[src/include/uart_ident_pkg.sv]
package uart_ident_pkg;
    // Register byte addresses on the Avalon-MM port
    localparam logic [3:0] ADDR_IDENT      = 4'h0;
    localparam logic [3:0] ADDR_LINE_FMT   = 4'h4;
    localparam logic [3:0] ADDR_FIFO_CTRL  = 4'h8;
    localparam logic [3:0] ADDR_SOURCES    = 4'hC;

    // Identification codes, bits 3..0
    localparam logic [3:0] ID_LINE_STATUS  = 4'h6;
    localparam logic [3:0] ID_RX_AVAIL     = 4'h4;
    localparam logic [3:0] ID_RX_TIMEOUT   = 4'hC;
    localparam logic [3:0] ID_TX_EMPTY     = 4'h2;
    localparam logic [3:0] ID_MODEM        = 4'h0;
    localparam logic [3:0] ID_NONE         = 4'h1;

    // Line format and FIFO control field positions
    localparam int LF_DIVISOR  = 7;
    localparam int LF_BREAK    = 6;
    localparam int LF_PAR_HI   = 5;
    localparam int LF_PAR_LO   = 3;
    localparam int LF_STOP     = 2;
    localparam int LF_LEN_HI   = 1;
    localparam int LF_LEN_LO   = 0;
    localparam int FC_ENABLE   = 0;

    localparam logic [7:0] LINE_FMT_RESET  = 8'h00;
    localparam logic [7:0] IDENT_RESET     = 8'h01;
    localparam logic [1:0] FIFO_ON_MARK    = 2'h3;

    // Parity field encodings
    localparam logic [2:0] PAR_EVEN        = 3'h3;
    localparam logic [2:0] PAR_FORCE0      = 3'h7;

    typedef enum logic [1:0] {
        PARITY_NONE = 2'h0,
        PARITY_ODD  = 2'h1,
        PARITY_EVEN = 2'h2,
        PARITY_ZERO = 2'h3
    } parity_type;

    typedef enum logic [2:0] {
        SRC_LINE    = 3'h0,
        SRC_RXAVAIL = 3'h1,
        SRC_RXTIME  = 3'h2,
        SRC_TXEMPTY = 3'h3,
        SRC_MODEM   = 3'h4
    } source_type;
endpackage

[src/uart_ident_format.sv]
// Design decisions made here: the Avalon-MM slave port and the register offsets.
`timescale 1ns/1ps
// What this block does
// - Identification read returns the held code, highest pending when it latched
// - Reported interrupt held until serviced
// - Read clears only the reported interrupt
// - Line status: level 1, code 0110
// - Receive data available: level 2, code 0100
// - Receive timeout: level 2, code 1100
// - Transmit holding empty: level 3, code 0010
// - Modem status: level 4, code 0000
// - Bits 7-6 show FIFO enable, default 0
// - Bits 5-4 always read zero
// - Bit 0 low when pending, resets high
// - Line format bit 7 selects divisor latch
// - Line format bit 6 forces break low
// - Parity field: none, odd, even
// - Field 111 forces parity 0; 001 odd
// - Stop bit length: 1, 1.5 or 2
// - Word length 5 to 8 bits
// - FIFO control bit 0 enables FIFOs
module uart_ident_format
    import uart_ident_pkg::*;
(
    input  wire logic       clk_sys,
    input  wire logic       resetn,
    input  wire logic [3:0] address,
    input  wire logic       read,
    input  wire logic       write,
    input  wire logic [31:0] writedata,
    input  wire logic [3:0] byteenable,
    output logic [31:0]     readdata,
    output logic            waitrequest,
    input  wire logic       lineStatusEvent,
    input  wire logic       rxAvailEvent,
    input  wire logic       rxTimeoutEvent,
    input  wire logic       txEmptyEvent,
    input  wire logic       modemEvent,
    output logic            fifoEnable,
    output logic            divisorAccess,
    output logic            breakForce,
    output logic [1:0]      parityMode,
    output logic            twoStops,
    output logic            halfStop,
    output logic [3:0]      wordLength,
    output logic            irqPending
);
    logic        rstMeta_reg;
    logic        rstSync_reg;
    logic [7:0]  lineFmt_reg;
    logic        fifoOn_reg;
    logic [4:0]  pend_reg;
    logic [4:0]  clearMask;
    logic [3:0]  held_reg;
    logic        heldValid_reg;
    logic        busy_reg;
    logic [3:0]  topCode;
    logic [4:0]  topMask;
    logic [4:0]  events;
    logic        identRead;
    logic        accept;
    logic [3:0]  shown_reg;
    parity_type  parityNext;

    localparam logic [3:0] WORD_LEN_MIN = 4'h5;

    typedef enum logic [1:0] {
        BUS_IDLE   = 2'b01,
        BUS_ANSWER = 2'b10
    } bus_state_type;

    bus_state_type busState_reg;
    bus_state_type busState_next;

    // Release is delayed two edges so every flop on rstSync_reg leaves reset together
    always_ff @(posedge clk_sys or negedge resetn) begin
        if (!resetn) begin
            rstMeta_reg <= 1'b0;
            rstSync_reg <= 1'b0;
        end else begin
            rstMeta_reg <= 1'b1;
            rstSync_reg <= rstMeta_reg;
        end
    end

    // Each request waits one cycle so read data come from a flop
    assign accept    = (read | write) & busy_reg;
    assign identRead = read & busy_reg & (address == ADDR_IDENT);
    assign events = {modemEvent, txEmptyEvent, rxTimeoutEvent,
                     rxAvailEvent, lineStatusEvent};

    // Bus sequencer: one wait cycle per request
    always_comb begin
        busState_next = busState_reg;
        case (busState_reg)
            BUS_IDLE: begin
                if (read | write) begin
                    busState_next = BUS_ANSWER;
                end
            end
            BUS_ANSWER: begin
                busState_next = BUS_IDLE;
            end
            default: begin
                busState_next = BUS_IDLE;
            end
        endcase
    end

    always_ff @(posedge clk_sys or negedge rstSync_reg) begin
        if (!rstSync_reg) begin
            busState_reg <= BUS_IDLE;
            busy_reg     <= 1'b0;
            waitrequest  <= 1'b1;
        end else begin
            busState_reg <= busState_next;
            busy_reg     <= (busState_next == BUS_ANSWER);
            waitrequest  <= (busState_next != BUS_ANSWER);
        end
    end

    // Fixed priority over sticky sources
    always_comb begin
        topCode = ID_NONE;
        topMask = 5'h00;
        if (pend_reg[SRC_LINE]) begin
            topCode = ID_LINE_STATUS;
            topMask = 5'h01;
        end else if (pend_reg[SRC_RXAVAIL]) begin
            topCode = ID_RX_AVAIL;
            topMask = 5'h02;
        end else if (pend_reg[SRC_RXTIME]) begin
            topCode = ID_RX_TIMEOUT;
            topMask = 5'h04;
        end else if (pend_reg[SRC_TXEMPTY]) begin
            topCode = ID_TX_EMPTY;
            topMask = 5'h08;
        end else if (pend_reg[SRC_MODEM]) begin
            topCode = ID_MODEM;
            topMask = 5'h10;
        end
    end

    // A read clears only what that read showed; set wins in the cell
    always_comb begin
        clearMask = 5'h00;
        if (identRead) begin
            clearMask = heldMaskOf(shown_reg);
        end
    end

    // Maps a shown code back to its source bit
    function automatic logic [4:0] heldMaskOf(input logic [3:0] code);
        case (code)
            ID_LINE_STATUS: heldMaskOf = 5'h01;
            ID_RX_AVAIL:    heldMaskOf = 5'h02;
            ID_RX_TIMEOUT:  heldMaskOf = 5'h04;
            ID_TX_EMPTY:    heldMaskOf = 5'h08;
            ID_MODEM:       heldMaskOf = 5'h10;
            default:        heldMaskOf = 5'h00;
        endcase
    endfunction

    // One sticky cell per source
    pending_source #(
        .RESET_VALUE (1'b0)
    ) u_src_line (
        .clk_sys    (clk_sys),
        .resetn     (rstSync_reg),
        .setEvent   (events[SRC_LINE]),
        .clearPulse (clearMask[SRC_LINE]),
        .pending    (pend_reg[SRC_LINE])
    );

    pending_source #(
        .RESET_VALUE (1'b0)
    ) u_src_rx_avail (
        .clk_sys    (clk_sys),
        .resetn     (rstSync_reg),
        .setEvent   (events[SRC_RXAVAIL]),
        .clearPulse (clearMask[SRC_RXAVAIL]),
        .pending    (pend_reg[SRC_RXAVAIL])
    );

    pending_source #(
        .RESET_VALUE (1'b0)
    ) u_src_rx_time (
        .clk_sys    (clk_sys),
        .resetn     (rstSync_reg),
        .setEvent   (events[SRC_RXTIME]),
        .clearPulse (clearMask[SRC_RXTIME]),
        .pending    (pend_reg[SRC_RXTIME])
    );

    pending_source #(
        .RESET_VALUE (1'b0)
    ) u_src_tx_empty (
        .clk_sys    (clk_sys),
        .resetn     (rstSync_reg),
        .setEvent   (events[SRC_TXEMPTY]),
        .clearPulse (clearMask[SRC_TXEMPTY]),
        .pending    (pend_reg[SRC_TXEMPTY])
    );

    pending_source #(
        .RESET_VALUE (1'b0)
    ) u_src_modem (
        .clk_sys    (clk_sys),
        .resetn     (rstSync_reg),
        .setEvent   (events[SRC_MODEM]),
        .clearPulse (clearMask[SRC_MODEM]),
        .pending    (pend_reg[SRC_MODEM])
    );

    // Reported code latches and stays until a read services it
    always_ff @(posedge clk_sys or negedge rstSync_reg) begin
        if (!rstSync_reg) begin
            held_reg      <= ID_NONE;
            heldValid_reg <= 1'b0;
        end else if (!heldValid_reg || identRead) begin
            held_reg      <= (topMask != 5'h00) ? topCode : ID_NONE;
            heldValid_reg <= (topMask != 5'h00) && !identRead;
        end else begin
            held_reg      <= held_reg;
        end
    end

    // Code seen by a read in flight; later arrivals cannot be cleared
    always_ff @(posedge clk_sys or negedge rstSync_reg) begin
        if (!rstSync_reg) begin
            shown_reg <= ID_NONE;
        end else if (read && !busy_reg && address == ADDR_IDENT) begin
            shown_reg <= heldValid_reg ? held_reg : ID_NONE;
        end
    end

    always_ff @(posedge clk_sys or negedge rstSync_reg) begin
        if (!rstSync_reg) begin
            lineFmt_reg <= LINE_FMT_RESET;
        end else if (accept && write && byteenable[0]
                     && address == ADDR_LINE_FMT) begin
            lineFmt_reg <= writedata[7:0];
        end
    end

    // Only lane 0 matters; other FIFO control bits are not kept
    always_ff @(posedge clk_sys or negedge rstSync_reg) begin
        if (!rstSync_reg) begin
            fifoOn_reg <= 1'b0;
        end else if (accept && write && byteenable[0]
                     && address == ADDR_FIFO_CTRL) begin
            fifoOn_reg <= writedata[FC_ENABLE];
        end
    end

    always_ff @(posedge clk_sys or negedge rstSync_reg) begin
        if (!rstSync_reg) begin
            readdata <= 32'h0000_0000;
        end else if (read && !busy_reg) begin
            case (address)
                ADDR_IDENT: begin
                    readdata <= {24'h000000,
                                 fifoOn_reg ? FIFO_ON_MARK : 2'h0,
                                 2'h0,
                                 heldValid_reg ? held_reg : ID_NONE};
                end
                ADDR_LINE_FMT:  readdata <= {24'h000000, lineFmt_reg};
                ADDR_FIFO_CTRL: readdata <= {31'h0, fifoOn_reg};
                ADDR_SOURCES:   readdata <= {27'h0, pend_reg};
                default:        readdata <= 32'h0000_0000;
            endcase
        end
    end

    // Parity decode; 001 and 101 both read as odd
    always_comb begin
        parityNext = PARITY_ODD;
        if (!lineFmt_reg[LF_PAR_LO]) begin
            parityNext = PARITY_NONE;
        end else if (lineFmt_reg[LF_PAR_HI:LF_PAR_LO] == PAR_FORCE0) begin
            parityNext = PARITY_ZERO;
        end else if (lineFmt_reg[LF_PAR_HI:LF_PAR_LO] == PAR_EVEN) begin
            parityNext = PARITY_EVEN;
        end
    end

    always_ff @(posedge clk_sys or negedge rstSync_reg) begin
        if (!rstSync_reg) begin
            fifoEnable    <= 1'b0;
            divisorAccess <= 1'b0;
            breakForce    <= 1'b0;
        end else begin
            fifoEnable    <= fifoOn_reg;
            divisorAccess <= lineFmt_reg[LF_DIVISOR];
            breakForce    <= lineFmt_reg[LF_BREAK];
        end
    end

    // Serial framing handed to the shifters
    always_ff @(posedge clk_sys or negedge rstSync_reg) begin
        if (!rstSync_reg) begin
            parityMode <= PARITY_NONE;
            twoStops   <= 1'b0;
            halfStop   <= 1'b0;
            wordLength <= WORD_LEN_MIN;
        end else begin
            parityMode <= parityNext;
            twoStops <= lineFmt_reg[LF_STOP] &
                        (lineFmt_reg[LF_LEN_HI:LF_LEN_LO] != 2'h0);
            halfStop <= lineFmt_reg[LF_STOP] &
                        (lineFmt_reg[LF_LEN_HI:LF_LEN_LO] == 2'h0);
            wordLength <= WORD_LEN_MIN +
                          {2'h0, lineFmt_reg[LF_LEN_HI:LF_LEN_LO]};
        end
    end

    // Level view of pending work, for the interrupt pin logic
    always_ff @(posedge clk_sys or negedge rstSync_reg) begin
        if (!rstSync_reg) begin
            irqPending <= 1'b0;
        end else begin
            irqPending <= heldValid_reg | (pend_reg != 5'h00);
        end
    end
endmodule

module pending_source #(
    parameter logic RESET_VALUE = 1'b0
) (
    input  wire logic clk_sys,
    input  wire logic resetn,
    input  wire logic setEvent,
    input  wire logic clearPulse,
    output logic      pending
);
    // Set wins over a clear in the same cycle
    always_ff @(posedge clk_sys or negedge resetn) begin
        if (!resetn) begin
            pending <= RESET_VALUE;
        end else if (setEvent) begin
            pending <= 1'b1;
        end else if (clearPulse) begin
            pending <= 1'b0;
        end
    end
endmodule

[config.mk]
export PLATFORM = sky130hd
export DESIGN_NAME = uart_ident_format
export DESIGN_NICKNAME = d
export VERILOG_FILES = /design/src/include/uart_ident_pkg.sv /design/src/uart_ident_format.sv
export SDC_FILE = /design/constraint.sdc
export NUM_CORES = 1
export LEC_CHECK = 0
export CAP_MARGIN = 20
export CELL_PAD_IN_SITES_DETAIL_PLACEMENT = 2
export CELL_PAD_IN_SITES_GLOBAL_PLACEMENT = 2
export CORE_MARGIN = 4
export CORE_UTILIZATION = 30
export DETAILED_ROUTE_END_ITERATION = 8
export DONT_BUFFER_PORTS = 1
export PLACE_DENSITY = 0.76
export SYNTH_ARGS = -nofsm -noshare
export SYNTH_HDL_FRONTEND = slang
export SYNTH_SLANG_ARGS = --single-unit
[constraint.sdc]
create_clock -name clk_sys -period 1.5 [get_ports clk_sys]
set_input_delay 0.15 -clock clk_sys [delete_from_list [all_inputs] [get_ports clk_sys]]
set_output_delay 0.15 -clock clk_sys [all_outputs]
set_load 0.02 [all_outputs]
# After elaboration in Yosys (flattened, before gate mapping)
# Index checks and enable logic that the tools add are counted.
[op_classes]
addsub = 1
n_eq_ne = 12
muxes = 31
n_bitwise = 7
n_reduce_logical = 22
[ops]
columns = ["operator", "n"]
rows = [
  ["8-bit case mux with 4 select lines", 1],
  ["5-bit two-way mux", 6],
  ["5-bit case mux with 5 select lines", 1],
  ["4-bit two-way mux", 5],
  ["2-bit two-way mux", 7],
  ["4-bit by 3-bit equality test with 1-bit output, second input constant", 3],
  ["4-bit equality test, second input constant", 3],
  ["2-bit nonzero test", 6],
  ["1-bit two-way mux", 11],
  ["5-bit nonzero test", 2],
  ["4-bit logical NOT", 2],
  ["1-bit logical AND", 7],
  ["1-bit bitwise AND", 5],
  ["3-bit by 2-bit adder with 4-bit output, first input constant", 1],
  ["4-bit by 2-bit equality test with 1-bit output, second input constant", 1],
  ["3-bit by 2-bit equality test with 1-bit output, second input constant", 1],
  ["3-bit equality test, second input constant", 1],
  ["1-bit logical NOT", 3],
  ["2-bit by 1-bit equality test with 1-bit output, second input constant", 1],
  ["2-bit equality test, second input constant", 1],
  ["2-bit logical NOT", 1],
  ["2-bit inequality test, second input constant", 1],
  ["1-bit OR", 2],
  ["1-bit logical OR", 1],
]
[totals]
ff_bits = 73
elab_cells = 97

# Longest topological paths before layout
[depth]
ltp_word = 7
mapped_depth = 5
ltp_nobuf = 3

# Hierarchy
# A second synthesis with hierarchy kept.
[unflattened]
cells_unflattened = 185
area_unflattened_um2 = 2204.6
[by_module_without_submodules]
columns = ["mod", "instances", "cells_per_inst", "area_each_um2", "seq_area_each_um2"]
rows = [
  ["uart_ident_format", 1, 170, 2023.2, 1108.6],
  ["pending_source", 5, 3, 36.3, 25.0],
]

# Least setup slack after synthesis
# OpenSTA, ideal clock, no wires.
[synth_path]
kind = "input -> register"
from = "input address[3]"
to = "register held_reg[2]"
arrival_ns = 1.486
required_time_ns = 1.375
setup_slack_ns = -0.111
cell_stages = 5
path_cell_list = "buf_6 > or4_4 > buf_6 > o21ai_2 > mux2_2"
[synth_between]
elab_chain_cells = 3
[synth_lines]
columns = ["element", "line", "rtl"]
rows = [
  ["start: declaration", "uart_ident_format.sv:27", "input wire logic [3:0] address,"],
  ["4-bit logical NOT", "uart_ident_format.sv:88", "assign identRead = read & busy_reg & (address == ADDR_IDENT);"],
  ["1-bit bitwise AND", "uart_ident_format.sv:88", ""],
  ["1-bit logical OR", "uart_ident_format.sv:220", "end else if (!heldValid_reg || identRead) begin"],
  ["end signal: assignment", "uart_ident_format.sv:221", "held_reg <= (topMask != 5'h00) ? topCode : ID_NONE;"],
  ["end signal: assignment", "uart_ident_format.sv:224", "held_reg <= held_reg;"],
  ["end: declaration", "uart_ident_format.sv:54", "logic [3:0] held_reg;"],
]
# Every way passes these cells.
# A chain may end at the register's enable or synchronous reset.

# Worst setup path in the final report
[layout_path]
from = "register u_src_rx_avail.pending"
to = "register heldValid_reg"
[layout_between]
elab_chain_cells = 4
[layout_lines]
columns = ["element", "line", "rtl"]
rows = [
  ["start: declaration", "uart_ident_format.sv:334", "output logic pending"],
  ["start signal: assignment", "uart_ident_format.sv:339", "pending <= RESET_VALUE;"],
  ["start signal: assignment", "uart_ident_format.sv:341", "pending <= 1'b1;"],
  ["start signal: assignment", "uart_ident_format.sv:343", "pending <= 1'b0;"],
  ["5-bit two-way mux", "uart_ident_format.sv:129", "end else if (pend_reg[SRC_RXAVAIL]) begin"],
  ["5-bit two-way mux", "uart_ident_format.sv:126", "if (pend_reg[SRC_LINE]) begin"],
  ["5-bit nonzero test", "uart_ident_format.sv:222", "heldValid_reg <= (topMask != 5'h00) && !identRead;"],
  ["1-bit logical AND", "uart_ident_format.sv:222", ""],
  ["end signal: assignment", "uart_ident_format.sv:222", ""],
  ["end: declaration", "uart_ident_format.sv:55", "logic heldValid_reg;"],
]
# Every way passes these cells.

==> results_dict.tcl <==
set metrics [dict create \
    status "complete, no violations" \
    grt_start_max_net_pins 48 \
    cts_buffers 5 \
    rrSetupSlack_ns 0.05 \
    skew_ns 0.0115 \
    synth-async-reset-ratio_pct 100 \
    hold-path-cell-count 2 \
    worstSetupStartpointType "flip-flop" \
    core_sq_um 6940 \
    slew_headroom_pct 63.8 \
    ant_nets 0 \
    critPathSlowestCell "or4_4" \
    worstMarginPinSlew_ns 0.541 \
    critPathBufInv 0 \
    root_buffer "clkbuf_8" \
    netSwitchingFraction_pct 31.9 \
    crit_family "simple AND/OR/NAND/NOR gates" \
    antenna_cells 0 \
    max_cap_violations 0 \
    ys_seq_area_share_pct 56.1 \
    antenna_found_initial 0 \
    overflow 0 \
    start_util_pct 31.7 \
    yosys-top-cells-area "dfrtp_1, buf_4, mux2_2" \
    cts_buffer_depth 2 \
    max_freq_mhz 688 \
    layout.cells.non_filler 312 \
    rr_startpoint "u_src_rx_avail.pending$_DFFE_PN0P_" \
    grt_first_pass_wirelength_microns 8540 \
    final_util_pct 36.9 \
    fp.dieH_microns 93.6 \
    path_class "reg -> reg" \
    holdCritStartpoint "lineStatusEvent" \
    place_hpwl_microns 3800 \
    synth.most_common_cell "dfrtp_1" \
    wl_met1_microns 2170 \
    synth_top_area_cell "dfrtp_1" \
    die_w_microns 93.6 \
    gp_congestion 0.758 \
    rows 30 \
    drt_iter0_drc 28 \
    viasPerCell 4.46 \
    p_clk_share_pct 24.7 \
    fin_crit_sh_pct 96.8 \
    synth_ff_type "dfrtp_1" \
    synth_cell_types 40 \
    ys_warn_count 0 \
    ys_ff_latch 49 \
    p_per_area_nw_per_um2 1220 \
    clk_latency_ns 0.30 \
    period_needed_ns 1.45 \
    slew_viol_final 0 \
    rr_worst_depth 3 \
    path_max_fanout 2 \
    wl_per_cell_microns 16.8 \
    synth.avg_cell_area_sq_um 11.8 \
    final_area_sq_um 2560 \
    area_growth_syn_to_layout_pct 16.5 \
    dpl_cell_area_sq_um 2300 \
    clkSlewWorstSetupHoldPaths_ns 0.09 \
    hold_viol_final 0 \
    port_buffers 0 \
    peakVddDrop_mv 0.385 \
    num_vias 1392 \
    power_w 0.00312 \
    clock_sinks 49 \
    wl_met3_microns 322 \
    slowest_delay_ns 0.44 \
    drc 0 \
    min_to "u_src_line.pending$_DFFE_PN0P_" \
    cp.arrival_ns 1.64 \
    post_cts_buffers 0 \
    r2r_end "heldValid_reg$_DFFE_PN0P_" \
    p_seq_share_pct 57.9 \
    p_leak_nw 1.13 \
    die_area_sq_um 8770 \
    htreeDepth 2 \
    pwr-share-comb_pct 17.4 \
    rsz0062_at_grt "false" \
    drive_above_1_share_pct 22.7 \
    io_pins 94 \
    switching_power_w 0.000997 \
    nets 266 \
    dp.cells 287 \
    synthCells 187 \
    highest_layer "met4" \
    firstDrtPassIters 4 \
    setup_viol 0 \
    yosysTopAreaCellShare_pct 48.9 \
    synth-edff-count 0 \
    end_kind "flip-flop" \
    ys_top_cells_by_count "dfrtp_1, buf_4, mux2_2, nand2_1, o21ai_0" \
    path_cells "or3_4 -> or4_4 -> o21a_1" \
    hp-class "in -> reg" \
    cts_tree "built" \
    grt_pass1_vias 1603 \
    internal_power_w 0.00213 \
    synth_area_sq_um 2200 \
    grtUsageTotal_pct 12.7 \
    fillCellCount 757 \
    routed_wl_microns 5250 \
    required_ns 1.69 \
    wl_met2_microns 2710 \
]
-- area by class of cell --
cell class / count / area [sq um] / share of cell area, %
Clock inverter: 1 / 7.51 / 0.293
Sequential cell: 49 / 1230 / 48.2
Tap cell: 96 / 120 / 4.69
Multi-Input combinational cell: 123 / 828 / 32.3
Inverter: 8 / 30.0 / 1.17
Clock buffer: 7 / 76.3 / 2.98
Timing Repair Buffer: 28 / 265 / 10.4
-- logic make-up after synthesis --
family | synth area share, %
AOI/OAI and AO/OA | 8.76
adders and majority gates | 1.14
buffers and inverters | 11.3
DFF | 56.1
muxes | 10.4
other | 0.341
and+or+nand+nor | 12.0
-- placed cells by master, fill, tap and decap left out, types with 3 or more instances in the layout --
master	n
a21oi_1	5
buf_4	10
clkbuf_8	5
conb_1	25
dfrtp_1	42
dfstp_2	6
dlygate4sd3_1	17
inv_1	8
mux2_2	14
mux2_4	3
nand2_1	13
nand2b_1	5
nor2_1	5
nor2b_1	3
nor3_1	3
o21ai_0	11
o31ai_1	3
-- repair_timing --
| action | in CTS | in global routing |
|---|---|---|
| endpoints found under the hold margin | 17 | 1 |
| gates resized for setup | 1 | 2 |
| setup endpoints to repair | 1 | 5 |
| hold buffers | 16 | 1 |
-- per-stage QoR --
stage | TNS, ns | setup slack [ns] | hold slack, ns
after global routing | 0 | 0.0147 | 0.0161
after CTS | 0 | 0.0147 | 0.00175
after detailed placement | -0.0106 | -0.0106 | -0.146
after floorplan | 0 | 0.0456 | -0.146
after global placement | 0 | 0.0522 | -0.146
final | 0 | 0.0473 | 0.00992
-- power groups by stage --
stage / Sequential (W) / Clock, W / Combinational [W]
2_1_floorplan: 0.00180 / 0 / 0.000404
3_3_place_gp: 0.00182 / 0 / 0.000468
3_5_place_dp: 0.00183 / 0 / 0.000495
4_1_cts: 0.00181 / 0.000790 / 0.000547
5_1_grt: 0.00185 / 0.000848 / 0.000617
6_report: 0.00181 / 0.000771 / 0.000545
-- worst max-delay path by stage --
stage	startpoint	endpoint	slack [ns]	cells after the start
4_1_cts	u_src_rx_avail.pending$_DFFE_PN0P_	heldValid_reg$_DFFE_PN0P_	0.01	3
2_1_floorplan	rstSync_reg$_DFF_PN0_	breakForce$_DFF_PN0_	0.05	0
5_1_grt	shown_reg[3]$_DFFE_PN0P_	u_src_tx_empty.pending$_DFFE_PN0P_	0.01	3
3_3_place_gp	address[0]	held_reg[0]$_DFFE_PN1P_	0.05	3
6_report	u_src_rx_avail.pending$_DFFE_PN0P_	heldValid_reg$_DFFE_PN0P_	0.05	3
3_5_place_dp	u_src_rx_avail.pending$_DFFE_PN0P_	heldValid_reg$_DFFE_PN0P_	-0.01	3
-- metal layers --
metal | up-vias | GRT usage, %
li1 | 646 | -
met5 | - | 0
met2 | 39 | 21.7
met4 | 0 | 3.25
met1 | 702 | 15.5
met3 | 5 | 4.10
(Power assumes the default switching activity.)
